===== src/pll_cal_defs.svh =====
/*
 * Constants of the calibration timing block: register offsets, field
 * positions, reset values and timing counts.
 * Assumes inclusion by bare name from files under src/.
 */
`ifndef PLL_CAL_DEFS_SVH
`define PLL_CAL_DEFS_SVH

// ==========================================================
// register offsets
`define OFF_STARTUP_A 8'h10
`define OFF_STARTUP_B 8'h11
`define OFF_REVISION 8'h18
`define OFF_INPUT_BUF 8'h1A

// ==========================================================
// reset values
`define RST_STARTUP_A 16'h921F
`define RST_STARTUP_B 16'h06C4
`define RST_INPUT_BUF 16'h0B14
`define REV_RSVD_VAL 8'h06

// ==========================================================
// field positions
`define LOCK_DLY_MSB 15
`define LOCK_DLY_LSB 11
`define INIT_SETTLE_MSB 10
`define INIT_SETTLE_LSB 5
`define PUMP_WAIT_MSB 4
`define PUMP_WAIT_LSB 0
`define SWITCH_MSB 14
`define SWITCH_LSB 11
`define LOCK_CNT_MSB 10
`define LOCK_CNT_LSB 8
`define FINE_SETTLE_MSB 7
`define FINE_SETTLE_LSB 6
`define COARSE_STEP_MSB 5
`define COARSE_STEP_LSB 0
`define REF_BUF_BIT 15

// ==========================================================
// timing
`define CLOCK_PERIOD_NS 5
`define DIG_PERIOD_NS 200
`define DIG_DIV_CYCLES (`DIG_PERIOD_NS / `CLOCK_PERIOD_NS)
`define PUMP_SCALE_SH 6
`define INIT_SCALE_SH 2
`define COARSE_SCALE_SH 2
`define FINE_SCALE_SH 5
`define LOCK_DLY_SCALE_SH 2
`define SWITCH_SCALE_SH 6
`define LOCK_CNT_BASE_SH 5
`define LOCK_CNT_MAX_CODE 3
`define CNT_W 12

`endif


===== src/pll_cal_pkg.sv =====
/*
 * Types of the calibration timing block.
 * Assumes nothing beyond a SystemVerilog compiler.
 */
package pll_cal_pkg;

	// ==========================================================
	// sequencer states
	typedef enum logic [3:0] {
		ST_IDLE,
		ST_PUMP_WAIT,
		ST_INIT_SETTLE,
		ST_COARSE,
		ST_FINE,
		ST_LOCK_COUNT,
		ST_LOCK_DELAY,
		ST_HOLD,
		ST_SLEEP
	} seq_state_t;

	// ==========================================================
	// carriers
	typedef struct packed {
		logic wr;
		logic [7:0] addr;
		logic [15:0] wdata;
	} reg_req_t;

	typedef struct packed {
		logic vtune_en;
		logic peak_en;
		logic coarse_step;
		logic fine_step;
		logic lock;
		logic ssm_clk_en;
		logic busy;
	} seq_out_t;

endpackage


===== src/pll_cal_timing.sv =====
/*
 * Calibration timing sequencer with its configuration registers.
 * Assumes a register port already decoded from the serial interface,
 * and reference and pfd ticks given as one-cycle pulses on CLOCK.
 */
// Overview of operation
// - after calibration, lock stays low 4 x lock_dly digital ticks, then rises
// - peak enable to first coarse change waits 4 x init settle ticks
// - peak enable rises 64 x pump field ticks after vtune enable
// - after lock rises, wait switch x 64 ticks, then stop clock
// - lock waits 32, 64, 128 or 256 pfd ticks by lock-count code
// - successive fine cap codes are 32 x fine field reference ticks apart
// - successive coarse changes are 4 x coarse field ticks apart
// - read-only revision: low byte revision id, high byte fixed value
// - input buffer bit 15 selects cmos or ac differential reference
// - without bypass, a coarse round runs first, then a fine round
`timescale 1ns/1ps
`default_nettype none
`include "pll_cal_defs.svh"

module pll_cal_timing import pll_cal_pkg::*; #(
	// arbitrary value
	parameter logic [7:0] REV_ID = 8'h3C
) (
	// clock and reset
	input wire logic CLOCK,
	input wire logic RST_B,
	// register port
	input wire reg_req_t REG_REQ,
	output logic [15:0] REG_RDATA,
	// sequencer control
	input wire logic CAL_START,
	input wire logic CAL_BYPASS,
	input wire logic COARSE_DONE,
	input wire logic FINE_DONE,
	input wire logic REF_TICK,
	input wire logic PFD_TICK,
	// sequencer outputs and reference buffer select
	output seq_out_t SEQ_OUT,
	output logic REF_BUF_DIFF
);
	// ==========================================================
	// registers
	logic [15:0] cfg_a_reg;
	logic [15:0] cfg_b_reg;
	logic [15:0] in_buf_reg;
	logic [15:0] rdata_next;

	wire hit_a = (REG_REQ.addr == `OFF_STARTUP_A);
	wire hit_b = (REG_REQ.addr == `OFF_STARTUP_B);
	wire hit_rev = (REG_REQ.addr == `OFF_REVISION);
	wire hit_buf = (REG_REQ.addr == `OFF_INPUT_BUF);
	wire [15:0] rev_word = {`REV_RSVD_VAL, REV_ID};

	assign rdata_next = hit_a ? cfg_a_reg :
		hit_b ? cfg_b_reg :
		hit_rev ? rev_word :
		hit_buf ? in_buf_reg : 16'h0000;

	// revision offset ignores writes; unmapped reads give zero
	always_ff @(posedge CLOCK) begin
		if (!RST_B) begin
			cfg_a_reg <= `RST_STARTUP_A;
			cfg_b_reg <= `RST_STARTUP_B;
			in_buf_reg <= `RST_INPUT_BUF;
			REG_RDATA <= 16'h0000;
		end else begin
			if (REG_REQ.wr && hit_a)
				cfg_a_reg <= REG_REQ.wdata;
			if (REG_REQ.wr && hit_b)
				cfg_b_reg <= REG_REQ.wdata;
			if (REG_REQ.wr && hit_buf)
				in_buf_reg <= REG_REQ.wdata;
			REG_RDATA <= rdata_next;
		end
	end

	assign REF_BUF_DIFF = in_buf_reg[`REF_BUF_BIT];

	// ==========================================================
	// fields
	wire [4:0] f_lock_dly = cfg_a_reg[`LOCK_DLY_MSB:`LOCK_DLY_LSB];
	wire [5:0] f_init = cfg_a_reg[`INIT_SETTLE_MSB:`INIT_SETTLE_LSB];
	wire [4:0] f_pump = cfg_a_reg[`PUMP_WAIT_MSB:`PUMP_WAIT_LSB];
	wire [3:0] f_switch = cfg_b_reg[`SWITCH_MSB:`SWITCH_LSB];
	wire [2:0] f_lock_cnt = cfg_b_reg[`LOCK_CNT_MSB:`LOCK_CNT_LSB];
	wire [1:0] f_fine = cfg_b_reg[`FINE_SETTLE_MSB:`FINE_SETTLE_LSB];
	wire [5:0] f_coarse = cfg_b_reg[`COARSE_STEP_MSB:`COARSE_STEP_LSB];

	// lock count decode
	// codes above 3 saturate at the longest wait
	function automatic logic [`CNT_W-1:0] lock_cycles(input logic [2:0] code);
		logic [2:0] c;
		c = (code > 3'(`LOCK_CNT_MAX_CODE)) ? 3'(`LOCK_CNT_MAX_CODE) : code;
		lock_cycles = `CNT_W'(1) << (`LOCK_CNT_BASE_SH + c);
	endfunction

	function automatic logic [`CNT_W-1:0] step_len(input seq_state_t st);
		step_len = '0;
		unique case (st)
			ST_PUMP_WAIT: step_len = `CNT_W'(f_pump) << `PUMP_SCALE_SH;
			ST_INIT_SETTLE: step_len = `CNT_W'(f_init) << `INIT_SCALE_SH;
			ST_COARSE: step_len = `CNT_W'(f_coarse) << `COARSE_SCALE_SH;
			ST_FINE: step_len = `CNT_W'(f_fine) << `FINE_SCALE_SH;
			ST_LOCK_COUNT: step_len = lock_cycles(f_lock_cnt);
			ST_LOCK_DELAY: step_len = `CNT_W'(f_lock_dly) << `LOCK_DLY_SCALE_SH;
			ST_HOLD: step_len = `CNT_W'(f_switch) << `SWITCH_SCALE_SH;
			ST_IDLE, ST_SLEEP: step_len = '0;
		endcase
	endfunction

	// ==========================================================
	// digital clock divider
	logic [5:0] div_reg;
	wire dig_tick = (div_reg == 6'(`DIG_DIV_CYCLES - 1));

	always_ff @(posedge CLOCK) begin
		if (!RST_B)
			div_reg <= 6'h00;
		else
			div_reg <= dig_tick ? 6'h00 : div_reg + 6'h01;
	end

	// ==========================================================
	// sequencer
	seq_state_t state_reg;
	seq_state_t state_next;
	logic load;
	logic coarse_pulse;
	logic fine_pulse;
	logic done;
	logic tick_cur;
	wire [`CNT_W-1:0] load_val = step_len(state_next);

	assign tick_cur = (state_reg == ST_FINE) ? REF_TICK :
		(state_reg == ST_LOCK_COUNT) ? PFD_TICK : dig_tick;

	always_comb begin
		state_next = state_reg;
		load = 1'b0;
		coarse_pulse = 1'b0;
		fine_pulse = 1'b0;
		unique case (state_reg)
			ST_IDLE, ST_SLEEP: begin
				if (CAL_START) begin
					state_next = CAL_BYPASS ? ST_LOCK_COUNT : ST_PUMP_WAIT;
					load = 1'b1;
				end
			end
			ST_PUMP_WAIT: begin
				if (done) begin
					state_next = ST_INIT_SETTLE;
					load = 1'b1;
				end
			end
			ST_INIT_SETTLE: begin
				if (done) begin
					state_next = ST_COARSE;
					load = 1'b1;
					coarse_pulse = 1'b1;
				end
			end
			ST_COARSE: begin
				if (done) begin
					load = 1'b1;
					if (COARSE_DONE)
						state_next = ST_FINE;
					else
						coarse_pulse = 1'b1;
				end
			end
			ST_FINE: begin
				if (done) begin
					load = 1'b1;
					if (FINE_DONE)
						state_next = ST_LOCK_COUNT;
					else
						fine_pulse = 1'b1;
				end
			end
			ST_LOCK_COUNT: begin
				if (done) begin
					state_next = ST_LOCK_DELAY;
					load = 1'b1;
				end
			end
			ST_LOCK_DELAY: begin
				if (done) begin
					state_next = ST_HOLD;
					load = 1'b1;
				end
			end
			ST_HOLD: begin
				if (done)
					state_next = ST_SLEEP;
			end
			default: state_next = ST_IDLE;
		endcase
	end

	step_delay_counter u_wait (
		.clock(CLOCK),
		.rst_b(RST_B),
		.load(load),
		.load_val(load_val),
		.tick(tick_cur),
		.done(done)
	);

	// ==========================================================
	// outputs
	// registered from the next state so they line up with state_reg
	seq_out_t out_next;
	wire nx_cal = (state_next == ST_PUMP_WAIT) ||
		(state_next == ST_INIT_SETTLE) || (state_next == ST_COARSE) ||
		(state_next == ST_FINE);
	wire nx_lock = (state_next == ST_HOLD) || (state_next == ST_SLEEP);
	wire nx_idle = (state_next == ST_IDLE) || nx_lock;

	assign out_next.vtune_en = nx_cal;
	assign out_next.peak_en = nx_cal && (state_next != ST_PUMP_WAIT);
	assign out_next.coarse_step = coarse_pulse;
	assign out_next.fine_step = fine_pulse;
	assign out_next.lock = nx_lock;
	assign out_next.ssm_clk_en = (state_next != ST_SLEEP);
	assign out_next.busy = !nx_idle;

	always_ff @(posedge CLOCK) begin
		if (!RST_B) begin
			state_reg <= ST_IDLE;
			SEQ_OUT <= '{ssm_clk_en: 1'b1, default: 1'b0};
		end else begin
			state_reg <= state_next;
			SEQ_OUT <= out_next;
		end
	end

	// ==========================================================
	// checks
	logic [`CNT_W-1:0] seen_reg;
	logic [`CNT_W-1:0] exp_reg;

	always_ff @(posedge CLOCK) begin
		if (!RST_B) begin
			seen_reg <= '0;
			exp_reg <= '0;
		end else if (load) begin
			seen_reg <= '0;
			exp_reg <= load_val;
		end else if (tick_cur && !done) begin
			seen_reg <= seen_reg + 1'b1;
		end
	end
endmodule
`default_nettype wire


===== src/step_delay_counter.sv =====
/*
 * Down counter for one sequencer wait: loads a length, counts enable
 * ticks, flags the end for one cycle.
 * Assumes load and tick are synchronous to clock.
 */
`timescale 1ns/1ps
`default_nettype none
`include "pll_cal_defs.svh"

module step_delay_counter (
	// clock and reset
	input wire logic clock,
	input wire logic rst_b,
	// control
	input wire logic load,
	input wire logic [`CNT_W-1:0] load_val,
	input wire logic tick,
	// status
	output logic done
);
	logic [`CNT_W-1:0] cnt_reg;
	logic run_reg;
	wire at_zero = (cnt_reg == '0);

	// ==========================================================
	// counter
	// a zero length still ends one cycle after the load
	assign done = run_reg && at_zero;

	always_ff @(posedge clock) begin
		if (!rst_b) begin
			cnt_reg <= '0;
			run_reg <= 1'b0;
		end else if (load) begin
			cnt_reg <= load_val;
			run_reg <= 1'b1;
		end else if (done) begin
			run_reg <= 1'b0;
		end else if (run_reg && tick) begin
			cnt_reg <= cnt_reg - 1'b1;
		end
	end

endmodule
`default_nettype wire

===== config.mk =====
export PLATFORM = sky130hd
export DESIGN_NAME = pll_cal_timing
export DESIGN_NICKNAME = d
export VERILOG_FILES = /design/src/pll_cal_pkg.sv /design/src/pll_cal_timing.sv /design/src/step_delay_counter.sv
export VERILOG_INCLUDE_DIRS = /design/src /design/src/src
export SDC_FILE = /design/constraint.sdc
export NUM_CORES = 1
export LEC_CHECK = 0
export BUFFER_PORTS_ARGS = -buffer_cell sky130_fd_sc_hd__clkbuf_2
export CORE_MARGIN = 5
export CORE_UTILIZATION = 57
export CTS_CLUSTER_DIAMETER = 40
export DETAILED_ROUTE_END_ITERATION = 8
export GPL_ROUTABILITY_DRIVEN = 0
export PLACE_DENSITY = 0.79
export SKIP_CTS_REPAIR_TIMING = 1
export SYNTH_ARGS = -nofsm -noshare
export SYNTH_HDL_FRONTEND = slang
export SYNTH_HIERARCHICAL = 1
export SYNTH_SLANG_ARGS = --single-unit

===== constraint.sdc =====
create_clock -name CLOCK -period 4.04 [get_ports CLOCK]
set_clock_uncertainty 0.1 [all_clocks]
set_input_delay 0.202 -clock CLOCK [delete_from_list [all_inputs] [get_ports CLOCK]]
set_output_delay 0.202 -clock CLOCK [all_outputs]
set_load 0.03 [all_outputs]

# After elaboration in Yosys (flattened, before gate mapping)
# Cells that the tools add are included.
[op_classes] n_reduce_logical=23 addsub=3 eq_ne=24 magnitude_cmp=1 n_bitwise=1 muxes=32 n_shift=1
[ops] operator="12-bit case mux with 8 select lines" count=1
[ops] operator="16-bit 2-to-1 mux" count=4
[ops] operator="4-bit 2-to-1 mux" count=10
[ops] operator="12-bit 2-to-1 mux" count=3
[ops] operator="4-bit by 3-bit equality test with 1-bit output (second input constant)" count=8
[ops] operator="8-bit by 5-bit equality test with 1-bit output (second input constant)" count=4
[ops] operator="4-bit case mux with 8 select lines" count=1
[ops] operator="4-bit by 2-bit equality test with 1-bit output (second input constant)" count=4
[ops] operator="12-bit logical NOT" count=1
[ops] operator="1-bit by 4-bit left shift with 12-bit output (first input constant)" count=1
[ops] operator="12-bit by 1-bit subtractor with 12-bit output (second input constant)" count=1
[ops] operator="1-bit 2-to-1 mux" count=9
[ops] operator="4-bit by 1-bit equality test with 1-bit output (second input constant)" count=2
[ops] operator="4-bit equality test (second input constant)" count=2
[ops] operator="4-bit logical NOT" count=2
[ops] operator="6-bit by 1-bit adder with 6-bit output (second input constant)" count=1
[ops] operator="6-bit equality test (second input constant)" count=1
[ops] operator="1-bit logical AND" count=6
[ops] operator="3-bit 2-to-1 mux" count=2
[ops] operator="2-bit OR reduction" count=3
[ops] operator="6-bit OR reduction" count=1
[ops] operator="1-bit logical OR" count=5
[ops] operator="3-bit by 3-bit adder with 4-bit output (first input constant)" count=1
[ops] operator="4-bit by 1-bit != test with 1-bit output (second input constant)" count=1
[ops] operator="9 further kinds" count=11
[word_totals] out_inout_bits=24 inputBits=33 wordCells=100 register_bits=94

# Longest topological paths before layout
# Gate-level depths: netlist of the first run.
[logic_depth] word_depth=9 ltp_mapped=15 ltp_nobuf=13

# Modules after synthesis
# Netlist of the first run, hierarchy kept.
[by_module_without_submodules] module="pll_cal_timing" cells_each=429 instances=1 area_per_inst_um2=3568.4 seq_area_each_um2=1621.6
[by_module_without_submodules] module="step_delay_counter" cells_each=91 instances=1 area_per_inst_um2=803.3 seq_area_each_um2=260.2

# Worst setup path before layout of the first run
# Ideal clock, no wire load.
[synth_path] path_kind="reg2reg" from="register u_wait.cnt_reg[0]" to="register u_wait.cnt_reg[6]" synth_period_minus_slack_ns=3.599 stages_incl_launch_ff=15 t_required_ns=3.880 path_slack_ns=0.441 t_arrival_ns=3.439 setup_ns=0.060 path_buffers=1 cell_sequence="dfxtp_1 -> inv_1 -> ha_1 -> or3b_2 -> nor4_2 -> buf_2 -> and2_1 -> nand3_1 -> mux2_4 -> a211o_1 -> a21o_1 -> or3b_1 -> a32oi_1 -> nand2b_1 -> o311a_1"
[synth_via] elab_chain_cells=8 word_cells_on_any_way=30 cone_classes="add/sub (1); eq/ne (9); mux (14); reduce/logical (6)"
[synth_lines] item="from (decl)" line_no="step_delay_counter.sv:21" rtl="logic [`CNT_W-1:0] cnt_reg;"
[synth_lines] item="from (signal assigned)" line_no="step_delay_counter.sv:35" rtl="cnt_reg <= load_val;"
[synth_lines] item="from (signal assigned)" line_no="step_delay_counter.sv:40" rtl="cnt_reg <= cnt_reg - 1'b1;"
[synth_lines] item="12-bit logical NOT *" line_no="step_delay_counter.sv:23" rtl="wire at_zero = (cnt_reg == '0);"
[synth_lines] item="1-bit logical AND *" line_no="step_delay_counter.sv:28" rtl="assign done = run_reg && at_zero;"
[synth_lines] item="net done" line_no="pll_cal_timing.sv:131" rtl="logic done;"
[synth_lines] item="4-bit 2-to-1 mux (tied with other cells)" line_no="pll_cal_timing.sv:194" rtl="if (done)"
[synth_lines] item="4-bit case mux with 8 select lines *" line_no="pll_cal_timing.sv:143" rtl="unique case (state_reg)"
[synth_lines] item="4-bit equality test or 4-bit logical NOT (tied branches)" line_no="pll_cal_timing.sv:100" rtl="unique case (st)"
[synth_lines] item="2-bit OR reduction" line_no="pll_cal_timing.sv:100"
[synth_lines] item="12-bit case mux with 8 select lines *" line_no="pll_cal_timing.sv:100"
[synth_lines] item="net load_val[6]" line_no="pll_cal_timing.sv:133" rtl="wire [`CNT_W-1:0] load_val = step_len(state_next);"
[synth_lines] item="12-bit 2-to-1 mux *" line_no="step_delay_counter.sv:34" rtl="end else if (load) begin"
# Mark *: on every way through the listed nets, which the timed path passes. The rest lies on a longest branch. The select of a mux whose other input is x is not followed.
# A chain may end at the register's enable or synchronous reset.

# Final worst setup path of the first run
# Ends and elaborated chain as after synthesis.

==> results of run 1 <==
power groups by stage:
stage	Combinational, mW	Clock [mW]	Sequential [mW]
6_report	0.306	0.652	0.993
5_1_grt	0.338	0.703	1.00
4_1_cts	0.300	0.665	0.992
3_5_place_dp	0.298	0	1.01
3_3_place_gp	0.291	0	1.01
2_1_floorplan	0.221	0	1.01
worst reg2reg max path, cell delays in order, from the launching register on:
cell,delay (ps)
dfxtp_1,340
inv_1,110
ha_1,140
or3b_2,500
nor4_2,280
and2_1,290
nand3_1,170
mux2_4,360
a211o_1,290
a21o_1,200
or3b_1,350
a32oi_1,180
nand2b_1,120
o311a_1,150
per-layer routing:
layer  part of all wire, %  routed length, um  up-vias
met1                    42               4550     1889
met2                    49               5340      140
met3                   6.6                712       19
met4                   1.8                189        0
li1                      -                  -     1922
met5                     0                  0        -
per-stage QoR:
stage / util (%) / instance area [sq um] / hold WS (ps) / std cells
after global placement: 61.4 / 4670 / 328 / 649
after floorplan: - / 4380 / 226 / 522
after global routing: 64.8 / 4930 / 5.33 / 670
after CTS: 64.1 / 4880 / -37.7 / 665
after detailed placement: 61.4 / 4670 / 348 / 649
final: 64.8 / 4930 / -22.0 / 670
Yosys cell counts, types with 6 or more instances:
cell type / instances
dfxtp_1: 94
inv_1: 11
nor2b_1: 20
o21ai_0: 16
a222oi_1: 11
a31oi_1: 6
nand2b_1: 9
and3_1: 6
nand2_1: 113
a21boi_1: 8
nor3_1: 6
clkbuf_1: 30
nor2_1: 17
or3_1: 8
and2_1: 14
a21oi_1: 12
a22oi_1: 9
nand3_1: 21
a21boi_0: 24
layout make-up:
class | count | area, sq um | area share (%)
Clock buffer | 10 | 138 | 2.79
Tap cell | 102 | 128 | 2.59
Clock inverter | 6 | 68.8 | 1.40
Multi-Input combinational cell | 382 | 2310 | 46.9
Timing Repair Buffer | 65 | 360 | 7.31
Inverter | 11 | 41.3 | 0.838
Sequential cell | 94 | 1880 | 38.2
worst paths after layout:
kind / from / end / slack [ps] / depth (start not counted)
worst min register to register: div_reg[0]$_SDFF_PP0_ / div_reg[0]$_SDFF_PP0_ / 350 / 1
worst max register to register: u_wait/cnt_reg[0]$_SDFFE_PN0P_ / u_wait/cnt_reg[6]$_SDFFE_PN0P_ / 410 / 13
worst min-delay path: REG_REQ[15] / in_buf_reg[15]$_SDFFE_PN0P_ / -20 / 3
worst max-delay path: u_wait/cnt_reg[0]$_SDFFE_PN0P_ / u_wait/cnt_reg[6]$_SDFFE_PN0P_ / 410 / 13
cell families after synthesis:
| group | Yosys count |
|---|---|
| AND/OR/NAND/NOR | 246 |
| AO/OA/AOI/OAI | 119 |
| flip-flops | 94 |
| buffers and inverters | 46 |
| XOR/XNOR | 6 |
| multiplexers | 5 |
| adder cells (fa/ha/maj) | 3 |
| other | 1 |
==> flow_summary.json, run 1 <==
{
  "status": "finished, violations left",
  "violations": "hold timing",
  "path_cells": "inv_1 > ha_1 > or3b_2 > nor4_2 > and2_1 > nand3_1 > mux2_4 > a211o_1 > a21o_1 > or3b_1 > a32oi_1 > nand2b_1 > o311a_1",
  "hp-class": "input pin to flop",
  "dp_slack_ps": 442,
  "routed_wl_um": 10800,
  "layout_min_cycle_time_ps": 3630,
  "firstDrtPassIters": 8,
  "drcViolationCount": 0,
  "synth_area_sq_um": 4370,
  "rsz0062_at_grt": "false",
  "setup_viol": 0,
  "avgSynthCellArea_sq_um": 8.41,
  "cts_sinks": 94,
  "final_common_cell": "nand2_1",
  "vdd_ir_drop_max_mv": 0.238,
  "met1_usage_pct": 29.4,
  "routed_via_density": 5.93,
  "start_util_pct": 57.5,
  "overflow": 0,
  "fmax_ghz": 0.275,
  "max-slew-margin-rel_pct": 27.3,
  "tritoncts": "done",
  "drive_gt1_share_pct": 16.7,
  "drv_slew": 0,
  "hold_viol": 8,
  "synth-simple-area-share_pct": 28.7,
  "synth.area.top_cells": "dfxtp_1, nand2_1, a21boi_0, nor2b_1, clkbuf_1",
  "power_density_nw_per_um2": 396,
  "endpoint_kind": "flop",
  "final.setup.tns_ps": 0,
  "synth-async-reset-ratio_pct": 0,
  "p_total_mw": 1.95,
  "use_met2_pct": 37.6,
  "clkPwrFrac_pct": 33.4,
  "synthMuxAreaShare_pct": 1.37,
  "die_w_um": 97.6,
  "cts.clk_slew.worst_paths_ps": 100,
  "tightest_slew_ps": 1090,
  "ios": 57,
  "required_ps": 4250,
  "antenna_found_initial": 0,
  "ys_seq_area_share_pct": 43.0,
  "yosys.area_share.adder_pct": 0.859,
  "internal_power_mw": 1.40,
  "vias": 3970,
  "drtIter0Drc": 389,
  "seq_power_share_pct": 50.9,
  "syn_to_final_growth_pct": 12.7,
  "die_area_sq_um": 9520,
  "crit_path_max_incr_delay_ps": 500,
  "power.share.combinational_pct": 15.7,
  "numPortBuffers": 56,
  "htree_levels": 3,
  "grt_busiest_layer": "met2",
  "rows": 32,
  "yosys_warnings": 6,
  "synth_compound_area_share_pct": 20.5,
  "cts_buffers": 9,
  "synth_edf_count": 0,
  "synth_top_area_share_pct": 43.0,
  "synth_ff_type": "dfxtp_1",
  "grt_pass1_vias": 3820,
  "synth_top_area_cell": "dfxtp_1",
  "ys_seq_elements": 94,
  "clockBufferDepth": 2,
  "drv_cap": 0,
  "core_area_sq_um": 7610,
  "grt_first_pass_wirelength_um": 18200,
  "antenna_cells": 0,
  "layout.nets": 599,
  "met3_usage_pct": 3.23,
  "setup_slack_ps": 406,
  "hpwl_um": 7550,
  "critPathTopFamily": "simple AND/OR/NAND/NOR gates",
  "p_leak_nw": 1.94,
  "nFillCells": 663,
  "critPathKind": "flop to flop",
  "cp_slowest_cell": "or3b_2",
  "hold_slack_ps": -22.0,
  "groute.usage.overall_pct": 22.8,
  "cp_data_arrival_time_ps": 3840,
  "timing.critical_path.from_type": "flop",
  "switching_share_pct": 28.2,
  "root_buffer": "clkbuf_8",
  "fin_crit_sh_pct": 89.9,
  "synth_cell_types": 63,
  "synth_top_family_by_area": "simple AND/OR/NAND/NOR gates",
  "final_cell_mix": "nand2_1, dfxtp_1, clkbuf_2, a21boi_0, nand3_1",
  "cp_max_fo": 7,
  "syn_inst": 520,
  "dieHeight_um": 97.6,
  "crit_buf_inv": 1,
  "synth-xor-area-share_pct": 1.20,
  "clk_latency_ps": 360,
  "wl_per_cell_um": 16.1,
  "p_sw_mw": 0.550,
  "antenna_left": 0,
  "grt_max_degree": 65
}
Note: power is estimated with default switching activity, not from simulation.
==> inputs of run 2 (changes only) <==
CORE_UTILIZATION = 25   (was 57)
PLACE_DENSITY = default   (was 0.79)
clock period = 4 ns   (was 4.04 ns; I/O delays follow)
==> flow_summary.json, run 2 (same netlist as run 1, synthesis figures left out) <==
{
  "clk_latency_ps": 350,
  "top_layer_used": "met4",
  "tritoncts": "done",
  "tightest_slew_ps": 762,
  "placedCellCount": 776,
  "firstDrtPassIters": 5,
  "critPathKind": "flop to flop",
  "antenna_found_initial": 0,
  "placed_cell_area_sq_um": 4850,
  "vdd_ir_drop_max_mv": 0.210,
  "hp-class": "input pin to flop",
  "power_density_nw_per_um2": 428,
  "overflow": 0,
  "routed_via_density": 4.90,
  "cts_buffers": 9,
  "die_w_um": 142,
  "fin_cells": 792,
  "drv_slew": 0,
  "required_ps": 4190,
  "p_sw_mw": 0.585,
  "fmax_ghz": 0.274,
  "final_cell_area_sq_um": 5170,
  "internal_power_mw": 1.63,
  "rows": 48,
  "clkPwrFrac_pct": 40.7,
  "core_area_sq_um": 17200,
  "cp_max_fo": 7,
  "power.share.combinational_pct": 13.9,
  "final.setup.tns_ps": 0,
  "dieHeight_um": 142,
  "numPortBuffers": 56,
  "timing.critical_path.from_type": "flop",
  "drcViolationCount": 0,
  "drtIter0Drc": 247,
  "cp_data_arrival_time_ps": 3840,
  "cts.clk_slew.worst_paths_ps": 70,
  "routed_wl_um": 12000,
  "final_common_cell": "nand2_1",
  "start_util_pct": 25.4,
  "final_cell_mix": "nand2_1, dfxtp_1, clkbuf_2, a21boi_0, nand3_1",
  "switching_share_pct": 26.5,
  "root_buffer": "clkbuf_16",
  "wl_per_cell_um": 15.2,
  "hold_viol": 1,
  "grt_pass1_vias": 3753,
  "vias": 3882,
  "grt_first_pass_wirelength_um": 19500,
  "layout_min_cycle_time_ps": 3650,
  "fin_crit_sh_pct": 91.1,
  "antenna_cells": 0,
  "seq_power_share_pct": 45.4,
  "wl_met3_um": 562,
  "clockBufferDepth": 2,
  "syn_to_final_growth_pct": 18.3,
  "max-slew-margin-rel_pct": 49.2,
  "cts_sinks": 94,
  "violations": "hold timing",
  "die_area_sq_um": 20200,
  "groute.usage.overall_pct": 12.1,
  "drive_gt1_share_pct": 17.5,
  "layout.nets": 598,
  "htree_levels": 3,
  "grt_max_degree": 56,
  "p_total_mw": 2.21,
  "status": "finished, violations left",
  "antenna_left": 0,
  "rsz0062_at_grt": "false",
  "ios": 57,
  "hpwl_um": 8700,
  "drv_cap": 0,
  "wirelength_met1_um": 5590,
  "p_leak_nw": 1.99,
  "setup_viol": 0,
  "wl_met2_um": 5750,
  "endpoint_kind": "flop",
  "hold_slack_ps": -0.267
}
[run 2: path summary, 6_finish.rpt]
kind	startpoint	endpoint	slack, ps	cells past startpoint
min reg2reg	div_reg[0]$_SDFF_PP0_	div_reg[0]$_SDFF_PP0_	350	1
max	u_wait/cnt_reg[0]$_SDFFE_PN0P_	u_wait/cnt_reg[6]$_SDFFE_PN0P_	350	13
min	REG_REQ[8]	cfg_b_reg[8]$_SDFFE_PN0P_	-0.3	3
max reg2reg	u_wait/cnt_reg[0]$_SDFFE_PN0P_	u_wait/cnt_reg[6]$_SDFFE_PN0P_	350	13
[run 2: cell type report]
class | instances | area [sq um]
timing repair buffer | 64 | 340
clock inverter | 5 | 65.1
multi-input combinational | 382 | 2310
tap | 225 | 282
sequential | 94 | 1880
clock buffer | 11 | 253
inverter | 11 | 41.3
fill | 1853 | 12100
[run 2: power groups by stage]
stage          Clock [mW]  Sequential, mW  Combinational [mW]
3_5_place_dp            0            1.02               0.308
6_report            0.901            1.00               0.307
4_1_cts             0.926            1.00               0.309
5_1_grt             0.962            1.01               0.344
3_3_place_gp            0            1.02               0.307
2_1_floorplan           0            1.02               0.224
[run 2: through the flow]
| stage | worst slack (ps) | util, % |
|---|---|---|
| finish | 355 | 30.0 |
| global placement | 433 | 28.2 |
| floorplan | 401 | - |
| CTS | 348 | 30.0 |
| detailed placement | 367 | 28.2 |
| global route | 90.9 | 30.0 |
[run 2: per-layer routing]
metal  global-route usage [%]  vias up
met5                        0        -
met4                     3.43        0
met3                     2.62       10
met2                     20.0      102
met1                     15.9     1846
li1                         -     1924
[run 2: worst max-delay path, cell delays in order, from the launching register on]
cell	delay, ps
dfxtp_1	330
inv_1	120
ha_1	160
or3b_2	500
nor4_2	290
and2_1	300
nand3_1	160
mux2_4	360
a211o_1	290
a21o_1	200
or3b_1	350
a32oi_1	180
nand2b_1	120
o311a_1	150
